**config.mk**
```make
export PLATFORM = sky130hd
export DESIGN_NAME = lbt_layer_blend
export DESIGN_NICKNAME = d
export VERILOG_FILES = /design/src/rtl/lbt_pkg.sv /design/src/rtl/lbt_layer_if.sv /design/src/rtl/lbt_layer_blend.sv /design/src/rtl/lbt_key_resolve.sv /design/src/rtl/lbt_blend_mix.sv
export SDC_FILE = /design/constraint.sdc
export NUM_CORES = 1
export LEC_CHECK = 0
export BUFFER_PORTS_ARGS = -buffer_cell sky130_fd_sc_hd__buf_4
export CAP_MARGIN = 10
export CELL_PAD_IN_SITES_DETAIL_PLACEMENT = 1
export CELL_PAD_IN_SITES_GLOBAL_PLACEMENT = 2
export CORE_MARGIN = 4
export CORE_UTILIZATION = 40
export CTS_BUF_LIST = sky130_fd_sc_hd__clkbuf_4 sky130_fd_sc_hd__clkbuf_8
export DETAILED_ROUTE_END_ITERATION = 7
export PLACE_DENSITY = 0.95
export SYNTH_ARGS = -nofsm -noshare
export SYNTH_HDL_FRONTEND = slang
export SYNTH_HIERARCHICAL = 1
export SYNTH_SLANG_ARGS = --single-unit
```
**constraint.sdc**
```tcl
create_clock -name clk_in -period 19.4 [get_ports clk_in]
set_input_delay 3.88 -clock clk_in [delete_from_list [all_inputs] [get_ports clk_in]]
set_output_delay 3.88 -clock clk_in [all_outputs]
set_load 0.01 [all_outputs]
```
**src/rtl/lbt_pkg.sv**
```systemverilog
// Package: register map, field layout and state type of the layer blend block
`default_nettype none

package lbt_pkg;

  // ==========================================================
  // Register indices (byte address = index * 4)
  localparam logic [9:0] IDX_CTRL = 10'h204;
  localparam logic [9:0] IDX_BG = 10'h206;
  localparam logic [9:0] IDX_RATIO = 10'h208;
  localparam logic [9:0] IDX_TKEY1 = 10'h20C;
  localparam logic [9:0] IDX_TKEY2 = 10'h20E;
  localparam logic [9:0] IDX_BKEY1 = 10'h210;
  localparam logic [9:0] IDX_STATUS = 10'h218;

  // ==========================================================
  // Field positions
  localparam int CTRL_OW1_TR_BIT = 1;
  localparam int CTRL_OW2_TR_BIT = 2;
  localparam int CTRL_BKEY_EN_LSB = 8;
  localparam logic [15:0] CTRL_WMASK = 16'h0F86;
  localparam int RED_LSB = 11;
  localparam int GREEN_LSB = 5;
  localparam int BLUE_LSB = 0;
  localparam int RATIO_W = 4;
  localparam int NUM_BKEY = 4;
  localparam logic [3:0] RATIO_FULL = 4'h8;

  // ==========================================================
  // Reset values
  localparam logic [15:0] CTRL_RST = 16'h0000;
  localparam logic [15:0] BG_RST = 16'h0000;
  localparam logic [15:0] RATIO_RST = 16'h8888;
  localparam logic [15:0] KEY_RST = 16'h0000;

  // ==========================================================
  // Whole state of the top module
  typedef struct packed {
    logic [15:0] ctrl;
    logic [15:0] bg;
    logic [15:0] ratio;
    logic [1:0][15:0] tkey;
    logic [NUM_BKEY-1:0][15:0] bkey;
    logic [6:0] status;
    logic [31:0] prdata;
    logic pix_valid;
    logic [15:0] pix;
  } lbt_state_s;

endpackage : lbt_pkg

`default_nettype wire

```
**src/rtl/lbt_layer_if.sv**
```systemverilog
// Interface: one RGB 5-6-5 layer sample with its coverage flag
`timescale 1ns/1ps
`default_nettype none

interface lbt_layer_if;
  logic present;
  logic [15:0] colour;
  modport src (output present, output colour);
  modport snk (input present, input colour);
endinterface : lbt_layer_if

`default_nettype wire

```
**src/rtl/lbt_layer_blend.sv**
```systemverilog
// Layer compositing controls: APB registers and one-stage pixel compositor
//
// Contract
// - Control bit 2 enables overlay window two transparency.
// - Control bit 1 enables overlay window one transparency.
// - Window two transparency reveals only windows beneath, never background.
// - Window one transparency reveals only windows beneath, never background.
// - Control bit 0 is reserved and reads zero.
// - Ratio bits 15-12 act for key four only while its enable is set.
// - Ratio bits 11-8 act for key three only while its enable is set.
// - Ratio bits 7-4 act for key two only while its enable is set.
// - Ratio bits 3-0 act for key one only while its enable is set.
// - Ratio code n weighs the upper pixel at n times 12.5 percent.
// - Window one key colour is a 5-6-5 register, red on top.
//
// The APB interface to the registers is this design's own decision.
`timescale 1ns/1ps
`default_nettype none

module lbt_layer_blend
  import lbt_pkg::*;
(
  input wire logic clk_in,
  input wire logic reset_in,
  // APB slave
  input wire logic psel_in,
  input wire logic penable_in,
  input wire logic pwrite_in,
  input wire logic [11:0] paddr_in,
  input wire logic [31:0] pwdata_in,
  input wire logic [3:0] pstrb_in,
  output logic [31:0] prdata_out,
  output logic pready_out,
  output logic pslverr_out,
  // Pixel path, bottom to top: main, overlay one, overlay two
  input wire logic pix_valid_in,
  input wire logic main_present_in,
  input wire logic [15:0] main_pix_in,
  input wire logic overlay_window_one_present_in,
  input wire logic [15:0] overlay_window_one_pix_in,
  input wire logic overlay_window_two_present_in,
  input wire logic [15:0] overlay_window_two_pix_in,
  output logic pix_valid_out,
  output logic [15:0] pix_out
);

  lbt_state_s s_q;
  lbt_state_s s_d;

  // ==========================================================
  // Address decode
  logic word_ok;
  logic [9:0] idx;
  logic [9:0] bkey_off;
  logic hit_ctrl;
  logic hit_bg;
  logic hit_ratio;
  logic hit_tkey1;
  logic hit_tkey2;
  logic hit_status;
  logic [NUM_BKEY-1:0] hit_bkey;
  logic mapped;
  logic [15:0] rd_word;
  logic [15:0] wmask;

  assign idx = paddr_in[11:2];
  assign word_ok = (paddr_in[1:0] == 2'h0);
  assign bkey_off = idx - IDX_BKEY1;

  always_comb begin
    hit_ctrl = 1'b0;
    hit_bg = 1'b0;
    hit_ratio = 1'b0;
    hit_tkey1 = 1'b0;
    hit_tkey2 = 1'b0;
    hit_status = 1'b0;
    hit_bkey = '0;
    if (!word_ok) begin
      hit_ctrl = 1'b0;
    end else if (idx == IDX_CTRL) begin
      hit_ctrl = 1'b1;
    end else if (idx == IDX_BG) begin
      hit_bg = 1'b1;
    end else if (idx == IDX_RATIO) begin
      hit_ratio = 1'b1;
    end else if (idx == IDX_TKEY1) begin
      hit_tkey1 = 1'b1;
    end else if (idx == IDX_TKEY2) begin
      hit_tkey2 = 1'b1;
    end else if (idx == IDX_STATUS) begin
      hit_status = 1'b1;
    end else if ((idx >= IDX_BKEY1) && (idx < IDX_BKEY1 + 10'(NUM_BKEY))) begin
      hit_bkey[bkey_off[1:0]] = 1'b1;
    end
    mapped = hit_ctrl | hit_bg | hit_ratio | hit_tkey1 | hit_tkey2 | hit_status | (|hit_bkey);
  end

  // Read multiplexer; reserved and unused bits other than control bit 7 read zero
  always_comb begin
    rd_word = 16'h0000;
    if (hit_ctrl) begin
      rd_word = s_q.ctrl & CTRL_WMASK;
    end else if (hit_bg) begin
      rd_word = s_q.bg;
    end else if (hit_ratio) begin
      rd_word = s_q.ratio;
    end else if (hit_tkey1) begin
      rd_word = s_q.tkey[0];
    end else if (hit_tkey2) begin
      rd_word = s_q.tkey[1];
    end else if (hit_status) begin
      rd_word = {9'h000, s_q.status};
    end else begin
      for (int k = 0; k < NUM_BKEY; k++) begin
        if (hit_bkey[k]) begin
          rd_word = s_q.bkey[k];
        end
      end
    end
  end

  // ==========================================================
  // Bus phases and write merge
  logic apb_setup;
  logic apb_access;
  logic apb_write;
  logic [15:0] wr_bits;
  logic [15:0] keep_bits;

  // Setup edge latches read data; access edge commits writes
  assign apb_setup = psel_in & ~penable_in;
  assign apb_access = psel_in & penable_in;
  assign apb_write = apb_access & pwrite_in;

  // Byte lanes above 15 carry nothing
  assign wmask = {{8{pstrb_in[1]}}, {8{pstrb_in[0]}}};
  assign wr_bits = pwdata_in[15:0] & wmask;
  assign keep_bits = ~wmask;

  // Read data is latched in setup, so access always completes in one cycle
  assign pready_out = apb_access;
  assign pslverr_out = apb_access & ~mapped;
  assign prdata_out = s_q.prdata;

  // ==========================================================
  // Compositing: transparency resolution
  lbt_layer_if main_l ();
  lbt_layer_if ow1_l ();
  lbt_layer_if ow2_l ();
  lbt_layer_if under2_l ();
  lbt_layer_if top_l ();
  logic tr1_hit;
  logic tr2_hit;

  assign main_l.present = main_present_in;
  assign main_l.colour = main_pix_in;
  assign ow1_l.present = overlay_window_one_present_in;
  assign ow1_l.colour = overlay_window_one_pix_in;
  assign ow2_l.present = overlay_window_two_present_in;
  assign ow2_l.colour = overlay_window_two_pix_in;

  lbt_key_resolve u_res_ow1 (
    .upper(ow1_l),
    .lower(main_l),
    .key_in(s_q.tkey[0]),
    .enable_in(s_q.ctrl[CTRL_OW1_TR_BIT]),
    .result(under2_l),
    .hit_out(tr1_hit)
  );

  lbt_key_resolve u_res_ow2 (
    .upper(ow2_l),
    .lower(under2_l),
    .key_in(s_q.tkey[1]),
    .enable_in(s_q.ctrl[CTRL_OW2_TR_BIT]),
    .result(top_l),
    .hit_out(tr2_hit)
  );

  // ==========================================================
  // Compositing: per blend key
  logic [NUM_BKEY-1:0] key_en;
  logic [NUM_BKEY-1:0] key_match;
  logic [NUM_BKEY-1:0] bk_hit;
  logic [NUM_BKEY-1:0][3:0] key_ratio;

  // One copy per key; the enable gates both the match and the ratio
  for (genvar g = 0; g < NUM_BKEY; g++) begin : g_bkey
    assign key_en[g] = s_q.ctrl[CTRL_BKEY_EN_LSB + g];
    assign key_match[g] = (top_l.colour == s_q.bkey[g]);
    assign bk_hit[g] = key_en[g] & key_match[g];
    assign key_ratio[g] = s_q.ratio[g*RATIO_W +: RATIO_W];
  end

  // ==========================================================
  // Compositing: blend against the layer beneath the shown pixel
  logic ow2_shown;
  logic ow1_shown;
  logic [15:0] below;
  logic [3:0] sel_ratio;
  logic [15:0] mixed;
  logic blend_on;

  // Shown layer decides what the blend mixes with
  assign ow2_shown = ow2_l.present & ~tr2_hit;
  assign ow1_shown = ~ow2_shown & under2_l.present & ow1_l.present & ~tr1_hit;

  always_comb begin
    // Layer beneath the topmost shown window; background if none
    if (ow2_shown) begin
      below = under2_l.present ? under2_l.colour : s_q.bg;
    end else if (ow1_shown) begin
      below = main_l.present ? main_l.colour : s_q.bg;
    end else begin
      below = s_q.bg;
    end
    // Lowest numbered key wins when several match
    sel_ratio = RATIO_FULL;
    for (int k = NUM_BKEY - 1; k >= 0; k--) begin
      if (bk_hit[k]) begin
        sel_ratio = key_ratio[k];
      end
    end
    blend_on = top_l.present & (|bk_hit);
  end

  lbt_blend_mix u_mix (
    .upper_in(top_l.colour),
    .lower_in(below),
    .ratio_in(sel_ratio),
    .mix_out(mixed)
  );

  // ==========================================================
  // Shown pixel and per-pixel status
  logic bg_shown;
  logic [15:0] pix_next;
  logic [6:0] status_next;

  always_comb begin
    bg_shown = ~top_l.present;
    if (blend_on) begin
      pix_next = mixed;
    end else if (!bg_shown) begin
      pix_next = top_l.colour;
    end else begin
      // Nothing covers the pixel
      pix_next = s_q.bg;
    end
    // Last valid pixel only, not sticky
    status_next = {bg_shown, bk_hit, tr2_hit, tr1_hit};
  end

  // ==========================================================
  // Next state
  always_comb begin
    s_d = s_q;
    if (apb_setup) begin
      s_d.prdata = {16'h0000, rd_word};
    end
    if (apb_write) begin
      if (hit_ctrl) begin
        s_d.ctrl = ((s_q.ctrl & keep_bits) | wr_bits) & CTRL_WMASK;
      end else if (hit_bg) begin
        s_d.bg = (s_q.bg & keep_bits) | wr_bits;
      end else if (hit_ratio) begin
        s_d.ratio = (s_q.ratio & keep_bits) | wr_bits;
      end else if (hit_tkey1) begin
        s_d.tkey[0] = (s_q.tkey[0] & keep_bits) | wr_bits;
      end else if (hit_tkey2) begin
        s_d.tkey[1] = (s_q.tkey[1] & keep_bits) | wr_bits;
      end else begin
        // Status and unmapped words take no write
        for (int k = 0; k < NUM_BKEY; k++) begin
          if (hit_bkey[k]) begin
            s_d.bkey[k] = (s_q.bkey[k] & keep_bits) | wr_bits;
          end
        end
      end
    end

    s_d.pix_valid = pix_valid_in;
    // Pixel and status hold between valid samples
    if (pix_valid_in) begin
      s_d.pix = pix_next;
      s_d.status = status_next;
    end
  end

  always_ff @(posedge clk_in) begin
    if (reset_in) begin
      // Registers take their defaults; read data, status and pixel clear
      s_q <= '0;
      s_q.ctrl <= CTRL_RST;
      s_q.bg <= BG_RST;
      s_q.ratio <= RATIO_RST;
      s_q.tkey <= {2{KEY_RST}};
      s_q.bkey <= {NUM_BKEY{KEY_RST}};
    end else begin
      s_q <= s_d;
    end
  end

  // ==========================================================
  // Outputs come straight from the state flops
  assign pix_valid_out = s_q.pix_valid;
  assign pix_out = s_q.pix;

endmodule : lbt_layer_blend

`default_nettype wire

```
**src/rtl/lbt_key_resolve.sv**
```systemverilog
// Transparency resolution of one overlay window over the layers beneath it
`timescale 1ns/1ps
`default_nettype none

module lbt_key_resolve (
  lbt_layer_if.snk upper,
  lbt_layer_if.snk lower,
  input wire logic [15:0] key_in,
  input wire logic enable_in,
  lbt_layer_if.src result,
  output logic hit_out
);

  // ==========================================================
  // Key hit only counts when some window lies beneath
  always_comb begin
    hit_out = upper.present && enable_in && (upper.colour == key_in) && lower.present;
    if (!upper.present) begin
      result.present = lower.present;
      result.colour = lower.colour;
    end else if (hit_out) begin
      result.present = 1'b1;
      result.colour = lower.colour;
    end else begin
      // Background never shows through; key colour stays visible
      result.present = 1'b1;
      result.colour = upper.colour;
    end
  end

endmodule : lbt_key_resolve

`default_nettype wire

```
**src/rtl/lbt_blend_mix.sv**
```systemverilog
// Ratio-weighted mix of two RGB 5-6-5 pixels in eighths
`timescale 1ns/1ps
`default_nettype none

module lbt_blend_mix
  import lbt_pkg::*;
(
  input wire logic [15:0] upper_in,
  input wire logic [15:0] lower_in,
  input wire logic [3:0] ratio_in,
  output logic [15:0] mix_out
);

  logic [3:0] r;
  logic [3:0] inv;
  logic [9:0] sum_r;
  logic [9:0] sum_g;
  logic [9:0] sum_b;

  // ==========================================================
  // Per-component weighted sum
  always_comb begin
    // Reserved codes are clamped to full weight to keep the sum in range
    r = (ratio_in > RATIO_FULL) ? RATIO_FULL : ratio_in;
    inv = RATIO_FULL - r;
    sum_r = 10'(upper_in[RED_LSB +: 5]) * 10'(r) + 10'(lower_in[RED_LSB +: 5]) * 10'(inv);
    sum_g = 10'(upper_in[GREEN_LSB +: 6]) * 10'(r) + 10'(lower_in[GREEN_LSB +: 6]) * 10'(inv);
    sum_b = 10'(upper_in[BLUE_LSB +: 5]) * 10'(r) + 10'(lower_in[BLUE_LSB +: 5]) * 10'(inv);
    mix_out = {sum_r[7:3], sum_g[8:3], sum_b[7:3]};
  end

endmodule : lbt_blend_mix

`default_nettype wire

```
==> results_dict.tcl <==
set metrics [dict create \
    syn_area_um2 14400 \
    power.switching_mw 0.270 \
    max-vdd-ir-drop_v 0.0000463 \
    ys.warnings.count 6 \
    end_kind "register" \
    slew_headroom 0.206 \
    clk_latency_ns 0.49 \
    tns_ns 0 \
    wl_met1_mm 22.7 \
    dp_hpwl_mm 41.1 \
    min_period_ns 14.20 \
    intPower_mw 0.515 \
    synth_top_family_by_area "simple AND/OR/NAND/NOR gates" \
    rsz0062_at_grt "no" \
    reg2reg_depth 32 \
    yosysTopAreaCell "dfxtp_1" \
    slew_viol_final 0 \
    clockPowerShare 0.344 \
    grt_max_degree 96 \
    grt_pass1_wl_mm 80.1 \
    required_ns 19.80 \
    synth.most_common_cell "nand2_1" \
    topRoutingLayerUsed "met5" \
    setup_viol 0 \
    drt_wl_total_mm 52.5 \
    ys_seq_elements 175 \
    crit_fanout 28 \
    yosys.area.top_type_share 0.243 \
    initialDrtViolationCount 1010 \
    power_frac_seq 0.463 \
    syn_area_per_cell_um2 8.09 \
    worstSetupEndpoint "pix_out[10]$_SDFFE_PP0P_" \
    synth_adder_area_share 0.141 \
    antenna_found_initial 1 \
    htree_levels 4 \
    synthFlopType "dfxtp_1" \
    synth-edff-count 0 \
    fin_worst_skew_ns 0.0301 \
    ys_types 70 \
    ctsResizeCount 0 \
    power_mw 0.785 \
    ios 156 \
    seq_area_frac_synth 0.243 \
    dr_wl_met3_mm 2.91 \
    cts-root-buf "clkbuf_8" \
    syn_inst 1782 \
    tightest_slew_ns 1.19 \
    p_leak_nw 6.10 \
    ant_nets 0 \
    overflow 0 \
    vias_per_cell 5.75 \
    p_comb_frac 0.193 \
    clk_pin_slew_ns 0.11 \
    numCtsBuffers 17 \
    regArea_um2 3500 \
    fin_util 0.440 \
    antenna_cells 0 \
    async_flop_share 0 \
    place.port_buffers 121 \
    core_area_um2 35600 \
    grt_pass1_vias 13600 \
    grt_use_total 0.263 \
    drv_cap 0 \
    synthTopCellsByArea "dfxtp_1 (24%), fa_1 (10%), nand2_1 (7.6%)" \
    start_util 0.405 \
    drc_errors 0 \
    hp-start "prdata_out[14]$_SDFFE_PP0P_" \
    path_class "primary input to register" \
    finalNetCount 2018 \
    synthXorXnorAreaFrac 0.0778 \
    whs_ns 0.463 \
    cp_slowest_stage_delay_ns 0.85 \
    dieHeight_um 198 \
    arrival_ns 14.61 \
    rows 69 \
    cts_tree "done" \
    finalInstanceArea_um2 15600 \
    multi_input_area_um2 9720 \
    placed_area_um2 15200 \
    fin_crit_sh 0.732 \
    synth-compound-area-share 0.136 \
    wl_per_cell_um 23.2 \
    n_fill_cell 4354 \
    area_growth_pct 8.51 \
    start_kind "primary input" \
    via_count 13000 \
    startpoint "overlay_window_one_pix_in[14]" \
    ctsHoldBuffers 0 \
    sw_frac_of_total 0.344 \
    layout-drive-gt1-share 0.142 \
    rrSetupSlack_ns 8.34 \
    cts_buffer_depth 2 \
    globalplace.congestion 0.952 \
    status "completed" \
    dr.pass1.iters 5 \
    fmax_mhz 70.4 \
    finalHoldViolCount 0 \
    die_w_um 198 \
    cts.sinks 175 \
    dr_wl_met2_mm 25.1 \
    synth_mux_area_frac 0.100 \
    hp-class "register to register" \
    r2r-end "pix_out[10]$_SDFFE_PP0P_" \
    slowest_stage "o31ai_4" \
    p_per_area_nw_per_um2 50.2 \
    synthTopCellsByCount "nand2_1 (293), dfxtp_1 (175), a21oi_1 (149)" \
    die_area_um2 39100 \
    synthSimpleGateAreaFrac 0.216 \
    post-cts-setup-buffers 0 \
    path_common_cell "fa_1" \
]
[worst max-delay path, delay by kind of cell]
family,cells,cell delay (ns)
buf+inv,5,0.61
fa+ha+maj,6,3.07
xor+xnor,3,0.53
mux,3,1.19
compound gates,8,2.42
simple gates,8,2.85
[how the worst min path moves through the flow]
stage                                  end  slack [ns]  cells after the start
2_1_floorplan  prdata_out[15]$_SDFFE_PP0P_        0.43                      2
3_3_place_gp   prdata_out[14]$_SDFFE_PP0P_        0.45                      2
3_5_place_dp   prdata_out[14]$_SDFFE_PP0P_        0.45                      2
4_1_cts        prdata_out[14]$_SDFFE_PP0P_        0.47                      2
5_1_grt        prdata_out[14]$_SDFFE_PP0P_        0.50                      2
6_report       prdata_out[14]$_SDFFE_PP0P_        0.46                      2
[layer usage]
layer	up-vias	track usage
met5	-	0
met4	2	0.0859
met2	441	0.450
met1	6595	0.346
met3	86	0.0323
li1	5914	-
[cells in the final DEF (no fill, tap or decap), types with 14 or more instances in the layout]
cell / instances
mux2i_1: 82
buf_4: 134
nor2_1: 112
conb_1: 16
nand3_1: 19
fa_1: 72
nor4_1: 16
dfxtp_1: 175
mux2_2: 41
xor2_1: 40
o21ai_0: 54
a22oi_1: 25
clkbuf_8: 17
inv_1: 113
xnor2_1: 88
nor3_1: 28
a21oi_1: 149
nand2_1: 293
ha_1: 47
nand4_1: 14
and2_1: 88
[cells by family (layout without fill, tap and decap cells)]
kind of cell,count (synthesis),after routing
buf+inv,270,280
other cells,1,16
simple gates,638,638
compound gates,317,317
xor+xnor,128,128
flops,175,175
fa+ha+maj,119,119
mux,134,134
[stage by stage]
step,std cells,setup WS (ns)
after global placement,2236,5.11
after detailed placement,2236,4.86
after CTS,2268,5.38
after global routing,2268,4.90
final,2268,5.20
after floorplan,1797,6.76
[cell type report]
class | count | share of cell area
multi-input combinational | 1352 | 0.621
timing repair buffer | 134 | 0.0643
clock buffer | 17 | 0.0150
sequential | 175 | 0.224
clock inverter | 15 | 0.0110
tap | 461 | 0.0369
inverter | 114 | 0.0275
[power groups by stage]
| stage | combinational (mW) | sequential (mW) | clock (mW) |
|---|---|---|---|
| finish | 0.151 | 0.364 | 0.270 |
| global route | 0.162 | 0.364 | 0.288 |
| detailed placement | 0.149 | 0.372 | 0 |
| floorplan | 0.0988 | 0.371 | 0 |
| CTS | 0.149 | 0.364 | 0.273 |
| global placement | 0.144 | 0.372 | 0 |
No activity file was read; power rests on OpenSTA's default activity.
